--- src/hw/ccr_pkg.sv ---
package ccr_pkg;
  // special register numbers
  localparam logic [9:0] SPR_CORE_VERSION = 10'h11f;
  localparam logic [9:0] SPR_IMPL_CONFIG_ONE = 10'h3f1;
  localparam logic [9:0] SPR_IMPL_CONFIG_ZERO = 10'h3f0;
  localparam logic [9:0] SPR_PROCESSOR_TAG = 10'h11e;
  localparam logic [9:0] SPR_GUEST_PROCESSOR_TAG = 10'h17a;
  localparam logic [9:0] SPR_SOC_VERSION = 10'h3ff;
  // config zero field positions (32-bit view: bit n maps to 63-n)
  localparam int POS_ICR = 63 - 46;
  localparam int POS_INTERNAL_ERROR_CHECK_ENABLE = 63 - 48;
  localparam int POS_TIMEBASE_COUNT_ENABLE = 63 - 49;
  localparam int POS_TBSEL = 63 - 50;
  localparam int POS_DBG = 63 - 55;
  localparam int POS_UPG = 63 - 56;
  localparam int POS_DCACHE_FLUSH_ASSIST = 63 - 57;
  localparam int POS_BAR = 63 - 58;
  localparam int POS_ORD = 63 - 59;
  localparam int POS_STN = 63 - 61;
  localparam int POS_CTN = 63 - 63;
  localparam logic [31:0] CFG0_IMPL_MASK = 32'h0002_e1f5;
  localparam logic [31:0] CFG0_RESET = 32'h0000_0000;
  localparam logic [31:0] CFG1_RESET = 32'h0000_0000;
  // tag field positions
  localparam int POS_CHIP = 63 - 51;
  localparam int POS_SOCC = 63 - 53;
  localparam int POS_GRP = 63 - 58;
  localparam int POS_CORE = 63 - 60;
  localparam logic [31:0] GTAG_RESET = 32'h0000_0000;
  // version fields
  localparam int POS_MAKER = 63 - 35;
  localparam int POS_TYPE = 63 - 43;
  localparam int POS_VER = 63 - 47;
endpackage

--- src/hw/ccr_regs.sv ---
`timescale 1ns/1ps
module ccr_regs #(
  parameter logic [3:0] MAKER_CODE = 4'h5,     // arbitrary
  parameter logic [5:0] CORE_TYPE = 6'h15,     // arbitrary
  parameter logic [3:0] CORE_VER = 4'h3,       // arbitrary
  parameter logic [15:0] CORE_REV = 16'h0101,  // arbitrary
  parameter logic [31:0] SOC_ID = 32'h5a5a_0001 // arbitrary
) (
  input wire logic ref_clk,
  input wire logic reset,
  input wire logic spr_wr,
  input wire logic spr_rd,
  input wire logic [9:0] spr_num,
  input wire logic [31:0] spr_wdata,
  input wire logic guest_state_bit,
  input wire logic problem_state_bit,
  output logic [31:0] spr_rdata,
  output logic spr_ack,
  output logic priv_exc,
  output logic hyp_priv_exc,
  input wire logic [1:0] chip_number,
  input wire logic [1:0] soc_cluster_number,
  input wire logic [4:0] core_group_number,
  input wire logic [1:0] core_number_in_group,
  input wire logic ext_int_taken,
  input wire logic crit_int_taken,
  input wire logic reservation_set,
  output logic reservation_valid,
  input wire logic internal_error,
  output logic machine_check,
  input wire logic ext_tb_tick,
  output logic [63:0] time_base,
  input wire logic debug_int,
  output logic debug_to_dsave,
  output logic debug_to_csave,
  input wire logic upper_page_hw_write,
  input wire logic [31:0] upper_page_hw_data,
  output logic [31:0] upper_page_translation_reg,
  output logic dcache_flush_assist,
  output logic barrier_legacy,
  output logic uncached_guarded_ordering,
  output logic store_touch_nop,
  output logic cache_touch_nop,
  input wire logic db_req,
  input wire logic db_guest,
  input wire logic [31:0] db_tag,
  output logic db_hit,
  output logic gdb_hit
);

  // ----------------------------------------------------------------
  // access decode
  // ----------------------------------------------------------------
  logic [31:0] impl_config_zero;
  logic [31:0] impl_config_one;
  logic [31:0] processor_tag;
  logic [31:0] guest_processor_tag;
  logic tag_loaded;
  logic hyp_ok;
  logic guest_sup;
  logic acc;
  logic [31:0] next_rdata;
  logic next_priv;
  logic next_hyp;
  logic [31:0] tag_pins;
  logic [31:0] core_version;

  assign hyp_ok = !guest_state_bit && !problem_state_bit;
  assign guest_sup = guest_state_bit && !problem_state_bit;
  assign acc = spr_wr || spr_rd;
  assign core_version = {MAKER_CODE, 2'b00, CORE_TYPE, CORE_VER, CORE_REV};
  assign tag_pins = (32'({chip_number}) << ccr_pkg::POS_CHIP)
    | (32'({soc_cluster_number}) << ccr_pkg::POS_SOCC)
    | (32'({core_group_number}) << ccr_pkg::POS_GRP)
    | (32'({core_number_in_group}) << ccr_pkg::POS_CORE);

  always_comb begin
    next_rdata = 32'h0000_0000;
    next_priv = 1'b0;
    next_hyp = 1'b0;
    if (acc && problem_state_bit) begin
      next_priv = 1'b1;
    end else if (spr_rd) begin
      case (spr_num)
        ccr_pkg::SPR_CORE_VERSION: next_rdata = core_version;
        ccr_pkg::SPR_SOC_VERSION: next_rdata = SOC_ID;
        ccr_pkg::SPR_IMPL_CONFIG_ZERO: begin
          if (guest_sup) next_hyp = 1'b1;
          else next_rdata = impl_config_zero;
        end
        ccr_pkg::SPR_IMPL_CONFIG_ONE: begin
          if (guest_sup) next_hyp = 1'b1;
          else next_rdata = impl_config_one;
        end
        ccr_pkg::SPR_PROCESSOR_TAG: begin
          next_rdata = guest_sup ? guest_processor_tag : processor_tag;
        end
        ccr_pkg::SPR_GUEST_PROCESSOR_TAG: next_rdata = guest_processor_tag;
        default: next_rdata = 32'h0000_0000;
      endcase
    end else if (spr_wr && guest_sup) begin
      case (spr_num)
        ccr_pkg::SPR_PROCESSOR_TAG,
        ccr_pkg::SPR_GUEST_PROCESSOR_TAG,
        ccr_pkg::SPR_IMPL_CONFIG_ZERO,
        ccr_pkg::SPR_IMPL_CONFIG_ONE: next_hyp = 1'b1;
        default: next_hyp = 1'b0;
      endcase
    end
  end

  always_ff @(posedge ref_clk or posedge reset) begin
    if (reset) begin
      spr_rdata <= 32'h0000_0000;
      spr_ack <= 1'b0;
      priv_exc <= 1'b0;
      hyp_priv_exc <= 1'b0;
    end else begin
      spr_rdata <= next_rdata;
      spr_ack <= acc;
      priv_exc <= next_priv;
      hyp_priv_exc <= next_hyp;
    end
  end

  // ----------------------------------------------------------------
  // configuration registers
  // ----------------------------------------------------------------
  always_ff @(posedge ref_clk or posedge reset) begin
    if (reset) begin
      impl_config_zero <= ccr_pkg::CFG0_RESET;
      impl_config_one <= ccr_pkg::CFG1_RESET;
    end else if (spr_wr && hyp_ok) begin
      if (spr_num == ccr_pkg::SPR_IMPL_CONFIG_ZERO) begin
        impl_config_zero <= spr_wdata & ccr_pkg::CFG0_IMPL_MASK;
      end
      if (spr_num == ccr_pkg::SPR_IMPL_CONFIG_ONE) begin
        impl_config_one <= spr_wdata;
      end
    end
  end

  // ----------------------------------------------------------------
  // processor tags
  // ----------------------------------------------------------------
  always_ff @(posedge ref_clk or posedge reset) begin
    if (reset) begin
      processor_tag <= 32'h0000_0000;
      tag_loaded <= 1'b0;
    end else if (!tag_loaded) begin
      processor_tag <= tag_pins;
      tag_loaded <= 1'b1;
    end else if (spr_wr && hyp_ok && spr_num == ccr_pkg::SPR_PROCESSOR_TAG) begin
      processor_tag <= spr_wdata;
    end
  end

  always_ff @(posedge ref_clk or posedge reset) begin
    if (reset) begin
      guest_processor_tag <= ccr_pkg::GTAG_RESET;
    end else if (spr_wr && hyp_ok && spr_num == ccr_pkg::SPR_GUEST_PROCESSOR_TAG) begin
      guest_processor_tag <= spr_wdata;
    end
  end

  always_ff @(posedge ref_clk or posedge reset) begin
    if (reset) begin
      db_hit <= 1'b0;
      gdb_hit <= 1'b0;
    end else begin
      db_hit <= db_req && !db_guest && db_tag == processor_tag;
      gdb_hit <= db_req && db_guest && db_tag == guest_processor_tag;
    end
  end

  // ----------------------------------------------------------------
  // reservation and machine check
  // ----------------------------------------------------------------
  always_ff @(posedge ref_clk or posedge reset) begin
    if (reset) begin
      reservation_valid <= 1'b0;
    end else if (reservation_set) begin
      reservation_valid <= 1'b1;
    end else if ((ext_int_taken || crit_int_taken) && impl_config_zero[ccr_pkg::POS_ICR]) begin
      reservation_valid <= 1'b0;
    end
  end

  always_ff @(posedge ref_clk or posedge reset) begin
    if (reset) begin
      machine_check <= 1'b0;
    end else begin
      machine_check <= internal_error && impl_config_zero[ccr_pkg::POS_INTERNAL_ERROR_CHECK_ENABLE];
    end
  end

  // ----------------------------------------------------------------
  // time base
  // ----------------------------------------------------------------
  logic [2:0] tick_sync;
  logic ext_edge;
  logic tb_step;
  logic tick_level;

  always_ff @(posedge ref_clk or posedge reset) begin
    if (reset) begin
      tick_sync <= 3'h0;
      tick_level <= 1'b0;
    end else begin
      tick_sync <= {tick_sync[1:0], ext_tb_tick};
      // a level counts only once the last two stages agree
      if (tick_sync[2] == tick_sync[1]) begin
        tick_level <= tick_sync[2];
      end
    end
  end

  assign ext_edge = tick_sync[2] && tick_sync[1] && !tick_level;
  assign tb_step = impl_config_zero[ccr_pkg::POS_TBSEL] ? ext_edge : 1'b1;

  always_ff @(posedge ref_clk or posedge reset) begin
    if (reset) begin
      time_base <= 64'h0000_0000_0000_0000;
    end else if (impl_config_zero[ccr_pkg::POS_TIMEBASE_COUNT_ENABLE] && tb_step) begin
      time_base <= time_base + 64'h0000_0000_0000_0001;
    end
  end

  // ----------------------------------------------------------------
  // debug, translation, cache and ordering controls
  // ----------------------------------------------------------------
  always_ff @(posedge ref_clk or posedge reset) begin
    if (reset) begin
      debug_to_dsave <= 1'b0;
      debug_to_csave <= 1'b0;
    end else begin
      debug_to_dsave <= debug_int && impl_config_zero[ccr_pkg::POS_DBG];
      debug_to_csave <= debug_int && !impl_config_zero[ccr_pkg::POS_DBG];
    end
  end

  always_ff @(posedge ref_clk or posedge reset) begin
    if (reset) begin
      upper_page_translation_reg <= 32'h0000_0000;
    end else if (upper_page_hw_write && impl_config_zero[ccr_pkg::POS_UPG]) begin
      upper_page_translation_reg <= upper_page_hw_data;
    end
  end

  always_ff @(posedge ref_clk or posedge reset) begin
    if (reset) begin
      dcache_flush_assist <= 1'b0;
      barrier_legacy <= 1'b0;
      uncached_guarded_ordering <= 1'b0;
      store_touch_nop <= 1'b0;
      cache_touch_nop <= 1'b0;
    end else begin
      dcache_flush_assist <= impl_config_zero[ccr_pkg::POS_DCACHE_FLUSH_ASSIST];
      barrier_legacy <= impl_config_zero[ccr_pkg::POS_BAR];
      uncached_guarded_ordering <= impl_config_zero[ccr_pkg::POS_ORD];
      store_touch_nop <= impl_config_zero[ccr_pkg::POS_STN]
        || impl_config_zero[ccr_pkg::POS_CTN];
      cache_touch_nop <= impl_config_zero[ccr_pkg::POS_CTN];
    end
  end

  // ----------------------------------------------------------------
  // checks
  // ----------------------------------------------------------------
  clear_resv_a: assert property (@(posedge ref_clk) disable iff (reset)
    (ext_int_taken || crit_int_taken) && !reservation_set && impl_config_zero[ccr_pkg::POS_ICR]
    |=> !reservation_valid) else $error("reservation not cleared");
  mcheck_a: assert property (@(posedge ref_clk) disable iff (reset)
    machine_check |-> $past(internal_error) && $past(impl_config_zero[ccr_pkg::POS_INTERNAL_ERROR_CHECK_ENABLE]))
    else $error("machine check without cause");
  tb_hold_a: assert property (@(posedge ref_clk) disable iff (reset)
    !impl_config_zero[ccr_pkg::POS_TIMEBASE_COUNT_ENABLE] |=> $stable(time_base))
    else $error("time base moved while disabled");
  tb_ext_a: assert property (@(posedge ref_clk) disable iff (reset)
    impl_config_zero[ccr_pkg::POS_TBSEL] && !ext_edge |=> $stable(time_base))
    else $error("time base moved without external tick");
  upg_block_a: assert property (@(posedge ref_clk) disable iff (reset)
    !impl_config_zero[ccr_pkg::POS_UPG] |=> $stable(upper_page_translation_reg))
    else $error("upper page updated while disabled");
  tag_guest_rd_a: assert property (@(posedge ref_clk) disable iff (reset)
    spr_rd && guest_sup && spr_num == ccr_pkg::SPR_PROCESSOR_TAG
    |=> spr_rdata == $past(guest_processor_tag)) else $error("guest tag read wrong");
  tag_wr_priv_a: assert property (@(posedge ref_clk) disable iff (reset)
    spr_wr && guest_sup && spr_num == ccr_pkg::SPR_PROCESSOR_TAG
    |=> hyp_priv_exc && $stable(processor_tag)) else $error("guest tag write allowed");
  prob_priv_a: assert property (@(posedge ref_clk) disable iff (reset)
    acc && problem_state_bit |=> priv_exc && !hyp_priv_exc)
    else $error("problem access not faulted");
  version_rd_a: assert property (@(posedge ref_clk) disable iff (reset)
    spr_rd && !problem_state_bit && spr_num == ccr_pkg::SPR_CORE_VERSION
    |=> spr_rdata[27:26] == 2'b00 && spr_rdata[15:0] == CORE_REV)
    else $error("core version read wrong");
  cfg_mask_a: assert property (@(posedge ref_clk) disable iff (reset)
    (impl_config_zero & ~ccr_pkg::CFG0_IMPL_MASK) == 32'h0000_0000)
    else $error("unimplemented config bit set");
  resv_keep_a: assert property (@(posedge ref_clk) disable iff (reset)
    (ext_int_taken || crit_int_taken) && reservation_valid
    && !impl_config_zero[ccr_pkg::POS_ICR]
    |=> reservation_valid) else $error("reservation dropped with clearing off");
  dbg_route_a: assert property (@(posedge ref_clk) disable iff (reset)
    debug_int |=> debug_to_dsave == $past(impl_config_zero[ccr_pkg::POS_DBG])
    && debug_to_csave == !$past(impl_config_zero[ccr_pkg::POS_DBG]))
    else $error("debug save pair wrong");
  ctl_mirror_a: assert property (@(posedge ref_clk) disable iff (reset)
    dcache_flush_assist == $past(impl_config_zero[ccr_pkg::POS_DCACHE_FLUSH_ASSIST])
    && barrier_legacy == $past(impl_config_zero[ccr_pkg::POS_BAR])
    && uncached_guarded_ordering == $past(impl_config_zero[ccr_pkg::POS_ORD])
    && cache_touch_nop == $past(impl_config_zero[ccr_pkg::POS_CTN]))
    else $error("control output does not follow config");
  store_nop_a: assert property (@(posedge ref_clk) disable iff (reset)
    store_touch_nop == $past(impl_config_zero[ccr_pkg::POS_STN]
    || impl_config_zero[ccr_pkg::POS_CTN])) else $error("store touch no-op wrong");
  tag_reset_a: assert property (@(posedge ref_clk) disable iff (reset)
    tag_loaded && !$past(tag_loaded) |-> processor_tag == $past(tag_pins))
    else $error("processor tag not loaded from pins");
  tag_write_a: assert property (@(posedge ref_clk) disable iff (reset)
    spr_wr && hyp_ok && tag_loaded && spr_num == ccr_pkg::SPR_PROCESSOR_TAG
    |=> processor_tag == $past(spr_wdata)) else $error("processor tag write lost");
  db_match_a: assert property (@(posedge ref_clk) disable iff (reset)
    db_req && !db_guest && db_tag == processor_tag |=> db_hit)
    else $error("doorbell for this core missed");
  gdb_match_a: assert property (@(posedge ref_clk) disable iff (reset)
    db_req && db_guest && db_tag == guest_processor_tag |=> gdb_hit)
    else $error("guest doorbell missed");
  cv_tb_c: cover property (@(posedge ref_clk) disable iff (reset)
    impl_config_zero[ccr_pkg::POS_TIMEBASE_COUNT_ENABLE] && tb_step);
  cv_db_c: cover property (@(posedge ref_clk) disable iff (reset) db_hit);
  cv_gdb_c: cover property (@(posedge ref_clk) disable iff (reset) gdb_hit);
  cv_hyp_c: cover property (@(posedge ref_clk) disable iff (reset) hyp_priv_exc);

endmodule

--- config.mk ---
export PLATFORM = sky130hd
export DESIGN_NAME = ccr_regs
export DESIGN_NICKNAME = d
export VERILOG_FILES = /design/src/hw/ccr_pkg.sv /design/src/hw/ccr_regs.sv
export SDC_FILE = /design/constraint.sdc
export NUM_CORES = 1
export LEC_CHECK = 0
export ABC_AREA = 0
export BUFFER_PORTS_ARGS = -buffer_cell sky130_fd_sc_hd__buf_2
export CORE_ASPECT_RATIO = 0.75
export CORE_MARGIN = 5
export CORE_UTILIZATION = 49
export CTS_CLUSTER_DIAMETER = 80
export DETAILED_ROUTE_END_ITERATION = 7
export HOLD_SLACK_MARGIN = 0.03
export PLACE_DENSITY = 0.75
export SLEW_MARGIN = 20
export SYNTH_ARGS = -nofsm -noshare
export SYNTH_HDL_FRONTEND = slang
export SYNTH_SLANG_ARGS = --single-unit
--- constraint.sdc ---
create_clock -name ref_clk -period 11.12 [get_ports ref_clk]
set_input_delay 0.556 -clock ref_clk [delete_from_list [all_inputs] [get_ports ref_clk]]
set_output_delay 0.556 -clock ref_clk [all_outputs]
set_load 0.05 [all_outputs]
==> results of run 1 <==
power by group:
part / switching, mW / internal (mW) / leakage (nW)
Combinational: 0.0759 / 0.0404 / 3.27
Sequential: 0.0103 / 0.935 / 3.49
Clock: 0.351 / 0.494 / 0.407
per-layer routing:
metal	wire [um]	global-route usage, %	part of all wire [%]	vias to the layer above
met2	14100	35.6	44	381
met4	871	7.05	2.7	6
met1	14100	35.3	44	4336
li1	-	-	-	3945
met3	2890	5.90	9.0	59
met5	39	0	0.12	-
cells by family (layout without fill, tap and decap cells):
group,after synthesis,after routing,share of synthesized area [%]
AO/OA/AOI/OAI,102,102,6.23
XOR/XNOR,127,127,9.81
adder cells (fa/ha/maj),2,2,0.219
buffers and inverters,50,331,1.74
flip-flops,254,254,55.7
multiplexers,119,119,11.7
other,1,6,0.0328
AND/OR/NAND/NOR,311,311,14.6
cells in the mapped netlist (2+ instances only):
cell type / number / area (um^2)
nor4b_1: 3 / 26.3
or3_1: 2 / 12.5
nand3_1: 24 / 120
clkbuf_1: 30 / 113
xnor2_1: 54 / 473
nor2b_1: 3 / 18.8
inv_1: 9 / 33.8
mux2i_1: 2 / 20.0
and4_1: 6 / 52.6
nand4_1: 23 / 144
or2_2: 6 / 37.5
a31oi_1: 12 / 75.1
a22oi_1: 14 / 105
nor4_2: 3 / 37.5
nand4_4: 2 / 42.5
a221oi_1: 6 / 52.6
or4_1: 2 / 15.0
a21oi_1: 28 / 140
and3_1: 11 / 68.8
a21boi_0: 21 / 158
a222oi_1: 12 / 120
nand4_2: 2 / 25.0
nor4_4: 3 / 63.8
o21ai_0: 4 / 20.0
nor3b_1: 5 / 37.5
nor3_1: 21 / 105
xor2_1: 72 / 631
buf_1: 9 / 33.8
and2_1: 5 / 31.3
mux2_2: 117 / 1320
dfrtp_1: 254 / 6360
nor4_1: 20 / 125
nor2_1: 41 / 154
nand2_1: 116 / 435
ha_1: 2 / 25.0
metrics by stage:
stage | cells | area [um^2] | hold WS [ps] | worst slack, ps
2_1_floorplan | 966 | 11400 | 331 | 3580
3_3_place_gp | 1505 | 13100 | 335 | 7860
3_5_place_dp | 1505 | 13100 | 340 | 7820
4_1_cts | 1547 | 13900 | 120 | 8380
5_1_grt | 1552 | 13900 | 129 | 8270
6_report | 1552 | 13900 | 109 | 8420
final timing paths:
kind,start,endpoint,slack [ps],depth (start not counted)
min in group ref_clk,ext_tb_tick,tick_sync[0],140,1
max in group asynchronous,reset,tag_loaded,8940,4
min,reset,time_base[33],110,2
min reg2reg,tick_sync[0],tick_sync[1],350,0
max reg2reg,tick_sync[1],time_base[61],8420,6
max,tick_sync[1],time_base[61],8420,6
final cells by class:
cell class,count,area share [%]
Inverter,9,0.296
Antenna cell,5,0.0898
Multi-Input combinational cell,662,35.2
Sequential cell,254,45.7
Clock buffer,36,5.45
Timing Repair Buffer,280,10.2
Tap cell,300,2.70
Clock inverter,6,0.395
worst register-to-register path, cell delays in order (launching register included):
cell and delay, ps:
dfrtp_1 350, ha_1 130, or2b_2 330, a21oi_1 730
nand4_4 390, nor4_1 480, xor2_1 210
==> run_results.csv, run 1 <==
group,metric,value,unit
die,fp.dieW,186,um
synthesis,synth_edf_count,0,
setup_path,slowest_delay,730,ps
synthesis,synth_cells,966,
final_layout,fillers,1888,
route,routed_wl,32000,um
timing,period_share,24.3,%
clocking,clk_latency,520,ps
clocking,cts_resized,0,
flow_run,drv_cap,0,
min_path,hp-class,"in2async",
grt,grt.total_usage,24.0,%
final_layout,seq_area,6360,um^2
die,rows,48,
final_layout,layout_commonest_cell,"buf_2",
power_and_ir_drop,cellLeakagePower,7.16,nW
die,core,23000,um^2
synthesis,yosys_warnings,0,
setup_path,critPathMaxFanout,15,
clocking,postCtsSetupRepairBufs,0,
timing,setup_tns,0,ps
final_layout,fin_nets,1367,
die,design.portCount,274,
placement,gp_congestion,0.890,
synthesis,synth_area,11400,um^2
clocking,cts_hold_buffers,0,
placement,place.port_buffers,273,
final_layout,syn_to_final_growth,22.0,%
setup_path,crit_type,"reg2reg",
grt,grt_pass1_vias,8986,
timing,rsz0062_at_grt,"no",
final_layout,fin_util,60.5,%
clocking,clock_tree.buffer_depth,3,
setup_path,crit_arrival,3140,ps
power_and_ir_drop,peakVddDrop,0.108,mV
timing,max_freq,370,MHz
route,dr.pass1.iters,5,
grt,antenna_found_initial,8,
timing,setup_viol,0,
setup_path,path_buf_inv,0,
final_layout,multi_input_area,4900,um^2
clocking,cts_sinks,254,
route,drt-initial-drc-count,741,
synthesis,async_flop_share,100,%
setup_path,worstPathRequired,11560,ps
synthesis,ys_ff_latch,254,
final_layout,top_register,"time_base",
setup_path,path_delay_family,"simple AND/OR/NAND/NOR gates",
timing,hold_viol_final,0,
clocking,cts-buffers-inserted,26,
grt,grt_max_degree,102,
timing,fin_crit,2700,ps
synthesis,ys_types,57,
setup_path,startpoint_type,"flip-flop",
clocking,htreeDepth,1,
final_layout,mostFrequentLayoutCells,"buf_2, dfrtp_1, mux2_2",
placement,dpl.hpwl,22500,um
run_status,status,"completed",
setup_path,end_kind,"flip-flop",
synthesis,seq_area_frac_synth,55.7,%
final_layout,largest_reg_flops,64,
clocking,tritoncts,"done",
route,vias,8727,
timing,max_slew_margin,27.3,%
power_and_ir_drop,power,1.91,mW
final_layout,drive_above_1_share,37.5,%
grt,grt_pass1_wl,50700,um
timing,finClkSkew,7.07,ps
clocking,root_buffer,"clkbuf_16",
synthesis,yosys_most_used_dff,"dfrtp_1",
setup_path,slowest_stage,"a21oi_1",
setup_path,cp_cell_sequence,"ha_1, or2b_2, a21oi_1, nand4_4, nor4_1, xor2_1",
synthesis,syn_nets,1100,
timing,drv_slew,0,
die,die_height,142,um
timing,worst_pin_slew,1090,ps
die,die_area,26500,um^2
route,via_per_inst,5.62,
power_and_ir_drop,p_per_area,137,nW/um^2
clocking,clk_pin_slew,60,ps
route,wl_per_cell,20.6,um
route,postRouteAntennaNets,0,
synthesis,syn_avg_cell_area,11.8,um^2
grt,grt-ovfl-total,0,
die,start_util,49.6,%
route,drc,0,
(Power assumes the default switching activity.)
==> run 2: changes to the inputs <==
clock period = 2.65 ns   (was 11.12 ns; I/O delays follow)
==> run_results.csv, run 2 (synthesized netlist as in run 1, its figures left out) <==
group,metric,value,unit
timing,max_slew_margin,39.5,%
placement,place.port_buffers,273,
setup_path,end_kind,"flip-flop",
placement,place_inst,1524,
route,routed_wl,33400,um
grt,grt_pass1_vias,9477,
power_and_ir_drop,pwr-share-seq,47.3,%
timing,rsz0062_at_grt,"no",
route,via_per_inst,5.48,
clocking,clk_latency,520,ps
power_and_ir_drop,p_clk_share,45.0,%
timing,finClkSkew,7.55,ps
final_layout,mostFrequentLayoutCells,"buf_2, dfrtp_1, mux2_2",
route,dr.pass1.iters,7,
clocking,clock_tree.buffer_depth,3,
clocking,clk_pin_slew,70,ps
route,drc,0,
setup_path,worstSetupEndpoint,"processor_tag[10]",
clocking,cts-buffers-inserted,26,
setup_path,worstReg2RegEnd,"db_hit",
min_path,hold_path_depth,3,
final_layout,drive_above_1_share,35.7,%
final_layout,fin_nets,1487,
setup_path,crit_arrival,2860,ps
grt,grt-ovfl-total,0,
timing,setup_viol,0,
flow_run,drv_cap,0,
setup_path,startpoint_type,"input pin",
run_status,status,"completed",
clocking,postCtsSetupRepairBufs,0,
timing,hold_viol_final,0,
power_and_ir_drop,comb_power_share,7.7,%
die,start_util,49.6,%
timing,fin_crit,2450,ps
final_layout,fillers,1761,
timing,max_freq,408,MHz
placement,dpl.hpwl,22700,um
setup_path,r2r_slack,200,ps
power_and_ir_drop,swShare,23.0,%
die,rows,48,
die,core,23000,um^2
timing,whs,67.8,ps
final_layout,largest_reg_flops,64,
die,die_height,142,um
clocking,root_buffer,"clkbuf_16",
timing,period_share,92.5,%
final_layout,layoutNonFillerInstCount,1675,
setup_path,worstPathRequired,3060,ps
final_layout,top_register,"time_base",
setup_path,r2r-start,"processor_tag[2]",
route,postRouteAntennaNets,0,
final_layout,layout_commonest_cell,"buf_2",
power_and_ir_drop,p_int,6.44,mW
route,vias,9182,
final_layout,syn_to_final_growth,32.9,%
grt,grt.total_usage,24.9,%
setup_path,crit_type,"in2reg",
clocking,tritoncts,"done",
min_path,hp-class,"in2reg",
grt,grt_max_degree,60,
setup_path,critPathMaxFanout,32,
route,wl_per_cell,19.9,um
die,design.portCount,274,
power_and_ir_drop,switching_power,1.93,mW
grt,grt_pass1_wl,52300,um
grt,antenna_found_initial,4,
timing,drv_slew,0,
clocking,htreeDepth,1,
timing,worst_pin_slew,907,ps
clocking,cts_sinks,254,
die,die_area,26500,um^2
power_and_ir_drop,cellLeakagePower,7.72,nW
power_and_ir_drop,peakVddDrop,0.412,mV
setup_path,critPathLaunch,"problem_state_bit",
power_and_ir_drop,p_per_area,551,nW/um^2
setup_path,rr_worst_depth,6,
route,drt-initial-drc-count,772,
placement,gp_congestion,0.877,
die,fp.dieW,186,um
[run 2: cell types whose count changed in the layout (fill, tap and decap cells not counted), moves of 2 or more]
cell           before  now
buf_12              0    5
buf_4               6   21
clkinv_4            0    2
clkinvlp_4          0    2
diode_2             5    2
dlygate4sd3_1       0  101
nor2_2              0    2
nor2_4              2    0
[run 2: power by group through the flow]
| stage | sequential [mW] | combinational, mW | clock, mW |
|---|---|---|---|
| after CTS | 3.95 | 0.639 | 3.82 |
| after global routing | 3.96 | 0.698 | 3.98 |
| final | 3.96 | 0.643 | 3.77 |
| after detailed placement | 4.03 | 0.514 | 0 |
| after floorplan | 4.09 | 0.191 | 0 |
| after global placement | 4.02 | 0.509 | 0 |
[run 2: final cells by class]
class,instances,area (um^2),share of cell area [%]
inverter,9,37.5,0.247
sequential,254,6360,41.9
antenna,2,5.00,0.0330
clock buffer,38,777,5.12
clock inverter,10,110,0.725
multi-input combinational,662,4880,32.2
tap,300,375,2.47
timing repair buffer,400,2640,17.4
[run 2: metal layers]
layer | vias up | GRT usage (%) | wire [um] | part of all wire, %
met5 | - | 0 | 14 | 0.042
met2 | 415 | 38.5 | 15100 | 45
met4 | 4 | 4.98 | 713 | 2.1
met1 | 4527 | 36.1 | 14400 | 43
li1 | 4189 | - | - | -
met3 | 47 | 6.26 | 3220 | 9.6
[run 2: metrics by stage]
step / util (%) / area (um^2) / worst slack (ps) / TNS, ps / total power, mW
6_report: 66.0 / 15200 / 199 / 0 / 8.37
5_1_grt: 66.0 / 15200 / 55.0 / 0 / 8.64
4_1_cts: 66.0 / 15200 / 257 / 0 / 8.42
3_5_place_dp: 57.7 / 13300 / 361 / 0 / 4.54
3_3_place_gp: 57.7 / 13300 / 347 / 0 / 4.53
2_1_floorplan: - / 11400 / -826 / -209840 / 4.28
[run 2: worst min path at each step]
| stage | slack, ps | start | to |
|---|---|---|---|
| after detailed placement | 250 | ext_tb_tick | tick_sync[0] |
| after CTS | 40 | db_tag[17] | gdb_hit |
| after global routing | 60 | db_tag[17] | gdb_hit |
| after floorplan | 160 | ext_tb_tick | tick_sync[0] |
| final | 70 | spr_wr | hyp_priv_exc |
| after global placement | 250 | ext_tb_tick | tick_sync[0] |
[run 2: what timing repair did]
action	in CTS	in global routing
hold endpoints to repair	177	0
resized for setup	0	0
hold buffers	101	0
[run 2: critical path, cell delays in order]
cell and delay [ps]:
dlygate4sd3_1 520, buf_2 140, nor2_1 160, nand2_1 150, or3b_2 860, nand2_1 200
a31oi_1 90, dlygate4sd3_1 570
